**src/logic/cmr_pkg.sv**
```systemverilog
// package for the count-mode core: modes, directions, limits
// assumes a single clock domain and 32-bit signed counting
package cmr_pkg;
    localparam int CNT_W = 32;
    typedef enum logic [1:0] {CMR_ENDLESS, CMR_ONE_TIME, CMR_PERIODIC} cmr_mode_t;
    typedef enum logic [1:0] {CMR_DIR_NONE, CMR_DIR_UP, CMR_DIR_DOWN} cmr_dir_t;
    localparam logic signed [CNT_W-1:0] CMR_UPPER = 32'sh7fffffff;
    localparam logic signed [CNT_W-1:0] CMR_LOWER = 32'sh80000000;
    localparam logic signed [CNT_W-1:0] CMR_ONE   = 32'sh00000001;
    localparam logic signed [CNT_W-1:0] CMR_ZERO  = 32'sh00000000;
endpackage : cmr_pkg

```
**src/logic/cmr_core.sv**
```systemverilog
// count-mode core of a 32-bit signed up/down counter
// assumes count pulses and control edges are synchronous one-cycle inputs
// What this block does
// endless mode starts at load value, wraps upper to lower on up pulse
// endless mode wraps lower to upper on a further down pulse
// endless wrap sets overflow/underflow and alarm when alarms enabled
// status flags stay set until host pulses status clear
// one-time no direction: limit exceeded loads opposite limit, closes gate, flags
// host reopens gate; interrupt mode continues, cancel mode restarts at load
// one-time up: pulse after end minus one reloads, closes gate, end flag
// one-time with direction always restarts from load value after reopen
// one-time down: pulse after end plus one reloads, closes gate, end flag
// direction up: wrap lower to upper, underflow flag and alarm
// direction down: wrap upper to lower, overflow flag and alarm
// periodic no direction: at limit reload load value, flag, alarm
// periodic up: pulse after end minus one reloads, gate stays, end flag
// periodic down: pulse after end plus one reloads, gate stays, end flag
// host keeps end value above minimum for direction up
// host keeps end value below maximum for direction down
// gate opens on set edge, closes on clear edge, ANDed with hardware gate
// count limited to fixed signed 32-bit range
// two's complement value; pulses with gate closed leave value unchanged
`timescale 1ns/10ps
`default_nettype none
module cmr_core (
    // clock and reset
    input  wire logic                          ref_clk_in,
    input  wire logic                          rst_n_in,
    // encoder count pulses
    input  wire logic                          cnt_up_in,
    input  wire logic                          cnt_down_in,
    // configuration
    input  wire cmr_pkg::cmr_mode_t            mode_in,
    input  wire cmr_pkg::cmr_dir_t             dir_in,
    input  wire logic                          cancel_mode_in,
    input  wire logic                          alarm_en_in,
    input  wire logic                          hw_gate_en_in,
    input  wire logic                          hw_gate_in,
    input  wire logic signed [31:0]            load_value_in,
    input  wire logic signed [31:0]            end_value_in,
    // host control word bits
    input  wire logic                          gate_set_in,
    input  wire logic                          gate_clr_in,
    input  wire logic                          status_clr_in,
    // state and status
    output logic signed [31:0]                 count_out,
    output logic                               sw_gate_out,
    output logic                               overflow_out,
    output logic                               underflow_out,
    output logic                               end_reached_out,
    output logic                               alarm_req_out
);
    import cmr_pkg::*;

    logic              gate_set_d;
    logic              gate_clr_d;
    logic              restart_pend;
    logic              up_ev;
    logic              dn_ev;
    logic              int_gate;
    logic              set_edge;
    logic              clr_edge;
    logic signed [31:0] next_count;
    logic              ev_ovf;
    logic              ev_unf;
    logic              ev_end;
    logic              ev_close;

    assign set_edge = gate_set_in & ~gate_set_d;
    assign clr_edge = gate_clr_in & ~gate_clr_d;
    assign int_gate = sw_gate_out & (~hw_gate_en_in | hw_gate_in);
    assign up_ev    = int_gate & cnt_up_in & ~cnt_down_in;
    assign dn_ev    = int_gate & cnt_down_in & ~cnt_up_in;

    always_comb begin
        next_count = count_out;
        ev_ovf     = 1'b0;
        ev_unf     = 1'b0;
        ev_end     = 1'b0;
        ev_close   = 1'b0;
        if (up_ev) begin
            if (dir_in == CMR_DIR_UP && mode_in != CMR_ENDLESS
                    && count_out == end_value_in - CMR_ONE) begin
                next_count = load_value_in;
                ev_end     = 1'b1;
                ev_close   = (mode_in == CMR_ONE_TIME);
            end else if (count_out == CMR_UPPER) begin
                ev_ovf = 1'b1;
                if (mode_in == CMR_PERIODIC && dir_in == CMR_DIR_NONE) begin
                    next_count = load_value_in;
                end else begin
                    next_count = CMR_LOWER;
                    ev_close   = (mode_in == CMR_ONE_TIME && dir_in == CMR_DIR_NONE);
                end
            end else begin
                next_count = count_out + CMR_ONE;
            end
        end else if (dn_ev) begin
            if (dir_in == CMR_DIR_DOWN && mode_in != CMR_ENDLESS
                    && count_out == end_value_in + CMR_ONE) begin
                next_count = load_value_in;
                ev_end     = 1'b1;
                ev_close   = (mode_in == CMR_ONE_TIME);
            end else if (count_out == CMR_LOWER) begin
                ev_unf = 1'b1;
                if (mode_in == CMR_PERIODIC && dir_in == CMR_DIR_NONE) begin
                    next_count = load_value_in;
                end else begin
                    next_count = CMR_UPPER;
                    ev_close   = (mode_in == CMR_ONE_TIME && dir_in == CMR_DIR_NONE);
                end
            end else begin
                next_count = count_out - CMR_ONE;
            end
        end
    end

    // control edge detectors
    always_ff @(posedge ref_clk_in or negedge rst_n_in) begin
        if (!rst_n_in) begin
            gate_set_d <= 1'b0;
            gate_clr_d <= 1'b0;
        end else begin
            gate_set_d <= gate_set_in;
            gate_clr_d <= gate_clr_in;
        end
    end

    // software gate; auto-close and clear edge close it
    always_ff @(posedge ref_clk_in or negedge rst_n_in) begin
        if (!rst_n_in) begin
            sw_gate_out <= 1'b0;
        end else if (clr_edge || ev_close) begin
            sw_gate_out <= 1'b0;
        end else if (set_edge) begin
            sw_gate_out <= 1'b1;
        end
    end

    // restart from load value on gate open unless interrupt mode after a limit close or after a clear edge in endless or no-direction mode
    always_ff @(posedge ref_clk_in or negedge rst_n_in) begin
        if (!rst_n_in) begin
            restart_pend <= 1'b1;
        end else if (ev_close) begin
            restart_pend <= ev_end | cancel_mode_in;
        end else if (clr_edge) begin
            restart_pend <= cancel_mode_in | (mode_in != CMR_ENDLESS && dir_in != CMR_DIR_NONE);
        end else if (set_edge && !sw_gate_out) begin
            restart_pend <= 1'b0;
        end
    end

    always_ff @(posedge ref_clk_in or negedge rst_n_in) begin
        if (!rst_n_in) begin
            count_out <= CMR_ZERO;
        end else if (set_edge && !clr_edge && !sw_gate_out
                && (restart_pend || cancel_mode_in)) begin
            // cancel mode is read at the open edge and also when the gate closed
            count_out <= load_value_in;
        end else begin
            count_out <= next_count;
        end
    end

    // sticky status: set wins over clear
    always_ff @(posedge ref_clk_in or negedge rst_n_in) begin
        if (!rst_n_in) begin
            overflow_out    <= 1'b0;
            underflow_out   <= 1'b0;
            end_reached_out <= 1'b0;
        end else begin
            overflow_out    <= ev_ovf | (overflow_out & ~status_clr_in);
            underflow_out   <= ev_unf | (underflow_out & ~status_clr_in);
            end_reached_out <= ev_end | (end_reached_out & ~status_clr_in);
        end
    end

    always_ff @(posedge ref_clk_in or negedge rst_n_in) begin
        if (!rst_n_in) begin
            alarm_req_out <= 1'b0;
        end else begin
            alarm_req_out <= alarm_en_in & (ev_ovf | ev_unf | ev_end);
        end
    end
endmodule : cmr_core
`default_nettype wire

```
**config.mk**
```make
export PLATFORM = sky130hd
export DESIGN_NAME = cmr_core
export DESIGN_NICKNAME = d
export VERILOG_FILES = /design/src/logic/cmr_pkg.sv /design/src/logic/cmr_core.sv
export SDC_FILE = /design/constraint.sdc
export NUM_CORES = 1
export LEC_CHECK = 0
export BUFFER_PORTS_ARGS = -buffer_cell sky130_fd_sc_hd__buf_2
export CAP_MARGIN = 20
export CORE_ASPECT_RATIO = 1.25
export CORE_MARGIN = 4
export CORE_UTILIZATION = 55
export DETAILED_ROUTE_END_ITERATION = 16
export PLACE_DENSITY = 0.76
export SLEW_MARGIN = 10
export SYNTH_ARGS = -nofsm -noshare
export SYNTH_HDL_FRONTEND = slang
export SYNTH_SLANG_ARGS = --single-unit
```
**constraint.sdc**
```tcl
create_clock -name ref_clk_in -period 9.95 [get_ports ref_clk_in]
set_clock_uncertainty 0.05 [all_clocks]
set_input_delay 0.4975 -clock ref_clk_in [delete_from_list [all_inputs] [get_ports ref_clk_in]]
set_output_delay 0.4975 -clock ref_clk_in [all_outputs]
set_load 0.02 [all_outputs]
```
Yosys cells after proc, flatten, opt, wreduce, memory -nomap -nowiden
Index checks and enable logic that the tools add are counted.
W data, S select, Z words.
{"block": "classes", "n_lt_le_gt_ge": 0, "n_mux": 32, "addsub": 4, "shift": 0, "mul": 0, "n_eq_ne": 8, "div": 0, "bitwise": 25, "reduce_logical": 21}
{"operator": "$mux W32", "count": 9}
{"operator": "$add A32 B2 Y32 const B", "count": 2}
{"operator": "$eq A32 B32 Y1", "count": 2}
{"operator": "$eq A32 B32 Y1 const B", "count": 2}
{"operator": "$sub A32 B2 Y32 const B", "count": 2}
{"operator": "$mux W1", "count": 23}
{"operator": "$and A1 B1 Y1", "count": 11}
{"operator": "$logic_and A1 B1 Y1", "count": 11}
{"operator": "$or A1 B1 Y1", "count": 8}
{"operator": "$not A1 Y1", "count": 6}
{"operator": "$reduce_bool A2 Y1", "count": 3}
{"operator": "$reduce_bool A3 Y1", "count": 2}
{"operator": "$eq A2 B1 Y1 const B", "count": 2}
{"operator": "$eq A2 B2 Y1 const B", "count": 2}
{"operator": "$logic_not A1 Y1", "count": 2}
{"operator": "$logic_not A2 Y1", "count": 1}
{"operator": "$logic_or A1 B1 Y1", "count": 2}
{"block": "totals", "rom_bits": 0, "latch_bits": 0, "word_cells": 99, "inputBits": 79, "n_memories": 0, "ramBits": 0, "register_bits": 40}

Logic depth before layout (Yosys ltp)
{"block": "depth", "depth_word": 10, "mapped_depth": 16, "depth_no_buf": 12}

Worst setup path after synthesis
Ideal clock, no wire load.
{"block": "synth_path", "path_kind": "input-to-reg", "start": "input port end_value_in[0]", "end": "register count_out[17]", "t_required_ns": 9.823, "t_arrival_ns": 3.853, "stages": 15, "path_slack_ns": 5.970, "setup_ns": 0.077, "path_cell_list": "inv_1 -> ha_1 -> or4b_1 -> buf_2 -> or4_1 -> buf_2 -> or4_4 -> o22ai_2 -> nor3_1 -> and4_4 -> and3_4 -> buf_6 -> or4_4 -> a211o_1 -> a21oi_1"}
{"block": "synth_between", "elab_chain_len": 7}
{"item": "from (decl)", "line": "cmr_core.sv:40", "text": "input wire logic signed [31:0] end_value_in,"}
{"item": "$add A32 B2 Y32", "line": "cmr_core.sv:100", "text": "&& count_out == end_value_in + CMR_ONE) begin"}
{"item": "$eq A32 B32 Y1", "line": "cmr_core.sv:100"}
{"item": "$logic_and A1 B1 Y1", "line": "cmr_core.sv:100"}
{"item": "$mux W32", "line": "cmr_core.sv:99", "text": "if (dir_in == CMR_DIR_DOWN && mode_in != CMR_ENDLESS"}
{"item": "$mux W32", "line": "cmr_core.sv:98", "text": "end else if (dn_ev) begin"}
{"item": "$mux W32 *", "line": "cmr_core.sv:81", "text": "if (up_ev) begin"}
{"item": "$mux W32 *", "line": "cmr_core.sv:156", "text": "end else if (set_edge && !clr_edge && !sw_gate_out"}
{"item": "to (signal assigned)", "line": "cmr_core.sv:159", "text": "count_out <= load_value_in;"}
{"item": "to (signal assigned)", "line": "cmr_core.sv:161", "text": "count_out <= next_count;"}
{"item": "to (decl)", "line": "cmr_core.sv:46", "text": "output logic signed [31:0] count_out,"}
Mark *: on every way between the ends. The rest lies on a longest branch, timed or not. The select of a mux whose other input is x is not followed.
A chain may end at the register's enable or synchronous reset.

Final worst setup path
{"block": "layout_path", "start": "input port end_value_in[0]", "end": "register count_out[0]"}
The elaborated chain is that of the path after synthesis.

==> results_dict.tcl <==
set metrics [dict create \
    status "finished, final reports clean" \
    routedWlPerCell_um 21.5 \
    min-delay-path-class "primary input to flop" \
    nets 1044 \
    clkPwrFrac 0.135 \
    cp_slowest_cell "or4_1" \
    synth_top_cell_by_area "dfrtp_1" \
    overflow 0 \
    drt_pass1_iterations 5 \
    p_seq_frac 0.315 \
    yosysWarnings 0 \
    ys_types 77 \
    drt-initial-drc-count 899 \
    die-width_um 103 \
    combPwrFrac 0.550 \
    grt_pass1_wl_um 36000 \
    crit_path_end_kind "flop" \
    antenna_left 0 \
    insertedDiodeCount 0 \
    max_slew.worst_pin.slew_ps 1010 \
    grt_start_max_net_pins 41 \
    root_buffer "clkbuf_16" \
    coreArea_um2 11100 \
    synth_top_area_frac 0.156 \
    drive_gt1_frac 0.171 \
    cts_tree "built" \
    cts_hold_buf 0 \
    yosysMostFrequentCell "nor2_1" \
    areaGrowthSynthToFinish_pct 10.5 \
    min_period_over_period 0.460 \
    p_leak_uw 0.00271 \
    power.switching_uw 661 \
    maxSlewViolCount 0 \
    clkSinkCount 40 \
    routabilityCongestion 1.02 \
    cp-startpoint "end_value_in[0]" \
    netlist_instances 911 \
    hold_viol 0 \
    clock_latency_ps 300 \
    synth-async-reset-ratio 1.00 \
    ioPinCount 116 \
    cts_made_buffers 5 \
    postCtsResizedCells 0 \
    worst_ep_required_time_ps 10090 \
    via_count 7501 \
    crit_fanout 13 \
    cts_max_level 2 \
    fmax_mhz 219 \
    setup_viol 0 \
    synth_commonest_cells "89 x nor2_1, 74 x clkbuf_1, 69 x nand2_1, 61 x xnor2_1, 51 x xor2_1" \
    start_util 0.563 \
    fp.dieArea_um2 13200 \
    irDropWorstVdd_v 0.000118 \
    dpl_worst_slack_ps 5070 \
    cap_viol_max_count 0 \
    first_global_vias 7013 \
    rsz0062_at_grt "no" \
    clockBufferDepth 2 \
    antenna_found_initial 0 \
    grt_util_all_layers 0.349 \
    ys_seq_area_frac 0.160 \
    reg2reg_slack_ps 5900 \
    slowest_delay_ps 710 \
    cts_setup_buffers 0 \
    drc 0 \
    dpl_cell_area_um2 6780 \
    crit_type "primary input to flop" \
    ys_ff_latch 40 \
    cp_cell_sequence "buf_2 > inv_1 > ha_1 > or4b_1 > or4_1 > or4_4 > o2111ai_1 > a2111oi_0 > and4b_1 > a21oi_1 > nand2_1 > a221o_1 > o221a_2" \
    synth_edf_count 0 \
    reg2reg_to "count_out[26]$_DFFE_PN0P_" \
    avgViaCountPerCell 6.84 \
    worstHoldStart "gate_set_in" \
    final.setup.worst_slack_ps 5370 \
    min_period_ps 4580 \
    clkTransAtPathRegs_ps 60 \
    totalWireLength_um 23500 \
    reg2reg_from "count_out[9]$_DFFE_PN0P_" \
    relSlewSlack 0.327 \
    placementRows 43 \
    r2r_cells 10 \
    fin_util 0.622 \
    power_density_nw_per_um2 184 \
    dpl.hpwl_um 17400 \
    fin_area_um2 6930 \
    crit_end "count_out[0]$_DFFE_PN0P_" \
    synth-main-ff-cell "dfrtp_1" \
    synth_nets 995 \
    hold_path_depth 1 \
    internal-power_uw 611 \
    yosys-top-cells-area "dfrtp_1 16%, xnor2_1 8.5%, xor2_1 7.1%" \
    die_h_um 127 \
    p_sw_frac 0.520 \
    power.total_uw 1270 \
    cp.arrival_ps 4710 \
    startpoint_type "primary input" \
    syn_area_um2 6270 \
    syn_avg_cell_area_um2 6.88 \
    port_buffers 115 \
    setup_tns_ps 0 \
]
==> power groups by stage <==
stage | Combinational [uW] | Sequential (uW) | Clock (uW)
after floorplan | 567 | 310 | 0
after global placement | 685 | 392 | 0
after detailed placement | 686 | 393 | 0
after CTS | 692 | 390 | 171
after global routing | 767 | 409 | 179
final | 700 | 401 | 172
==> layout make-up <==
class / instances / area (um2)
Multi-Input combinational cell: 764 / 4860
Clock buffer: 6 / 139
Clock inverter: 2 / 10.0
Sequential cell: 40 / 1000
Tap cell: 135 / 169
Timing Repair Buffer: 127 / 663
Fill cell: 1070 / 4210
Inverter: 22 / 82.6
==> cells in the final DEF (no fill, tap or decap), types with 6 or more instances in the layout <==
| master | Yosys | routed |
|---|---|---|
| buf_2 | 5 | 115 |
| nor2_1 | 89 | 89 |
| nand2_1 | 69 | 69 |
| xnor2_1 | 61 | 61 |
| xor2_1 | 51 | 51 |
| nor3_1 | 49 | 49 |
| a21oi_1 | 48 | 46 |
| nand3_1 | 43 | 43 |
| o21ai_0 | 42 | 42 |
| dfrtp_1 | 39 | 39 |
| nand4_1 | 27 | 27 |
| nor4_1 | 24 | 23 |
| inv_1 | 22 | 22 |
| nand2b_1 | 16 | 16 |
| and3_1 | 16 | 16 |
| o211ai_1 | 16 | 16 |
| or3_1 | 13 | 13 |
| o22ai_1 | 12 | 12 |
| a22oi_1 | 12 | 12 |
| buf_4 | 0 | 11 |
| a211oi_1 | 10 | 10 |
| a31oi_1 | 10 | 10 |
| or4_1 | 10 | 10 |
| or2_2 | 9 | 9 |
| o31ai_1 | 9 | 9 |
| nor2b_1 | 8 | 8 |
| o21a_1 | 8 | 8 |
| mux2i_1 | 6 | 6 |
==> metal layers <==
layer / vias up / wire, um / global-route usage
li1: 3460 / - / -
met1: 3449 / 8760 / 0.430
met2: 488 / 11200 / 0.574
met3: 104 / 2160 / 0.0442
met4: 0 / 1400 / 0.205
met5: - / 0 / 0
==> worst min path at each step <==
stage	endpoint	slack, ps
4_1_cts	gate_set_d$_DFF_PN0_	260
2_1_floorplan	alarm_req_out$_DFF_PN0_	150
5_1_grt	gate_clr_d$_DFF_PN0_	270
3_3_place_gp	end_reached_out$_DFF_PN0_	460
6_report	gate_set_d$_DFF_PN0_	260
3_5_place_dp	end_reached_out$_DFF_PN0_	470
==> metrics by stage <==
step           hold WS [ps]  std cells
2_1_floorplan           152        911
3_3_place_gp            461       1087
3_5_place_dp            466       1087
4_1_cts                 264       1095
5_1_grt                 273       1096
6_report                263       1096
==> worst max-delay path: cells and delay by family <==
| family | cells | cell delay (ps) |
|---|---|---|
| and+or+nand+nor | 5 | 2570 |
| adders and majority gates | 1 | 200 |
| buffers and inverters | 2 | 200 |
| AOI/OAI and AO/OA | 5 | 1230 |
==> flip-flops by register name, summed over array words and instances, names as in the netlist <==
register,cells
alarm_req_out,1
count_out,32
end_reached_out,1
gate_clr_d,1
gate_set_d,1
overflow_out,1
restart_pend,1
sw_gate_out,1
underflow_out,1
==> kinds of logic after synthesis <==
logic type,count (synthesis),share of synthesized area
buffers and inverters,107,0.0675
adders and majority gates,5,0.00998
xor gates and xnor gates,112,0.156
and+or+nand+nor,415,0.352
muxes,6,0.00958
AOI/OAI and AO/OA,226,0.245
DFF,40,0.160
No activity file was read; power rests on OpenSTA's default activity.
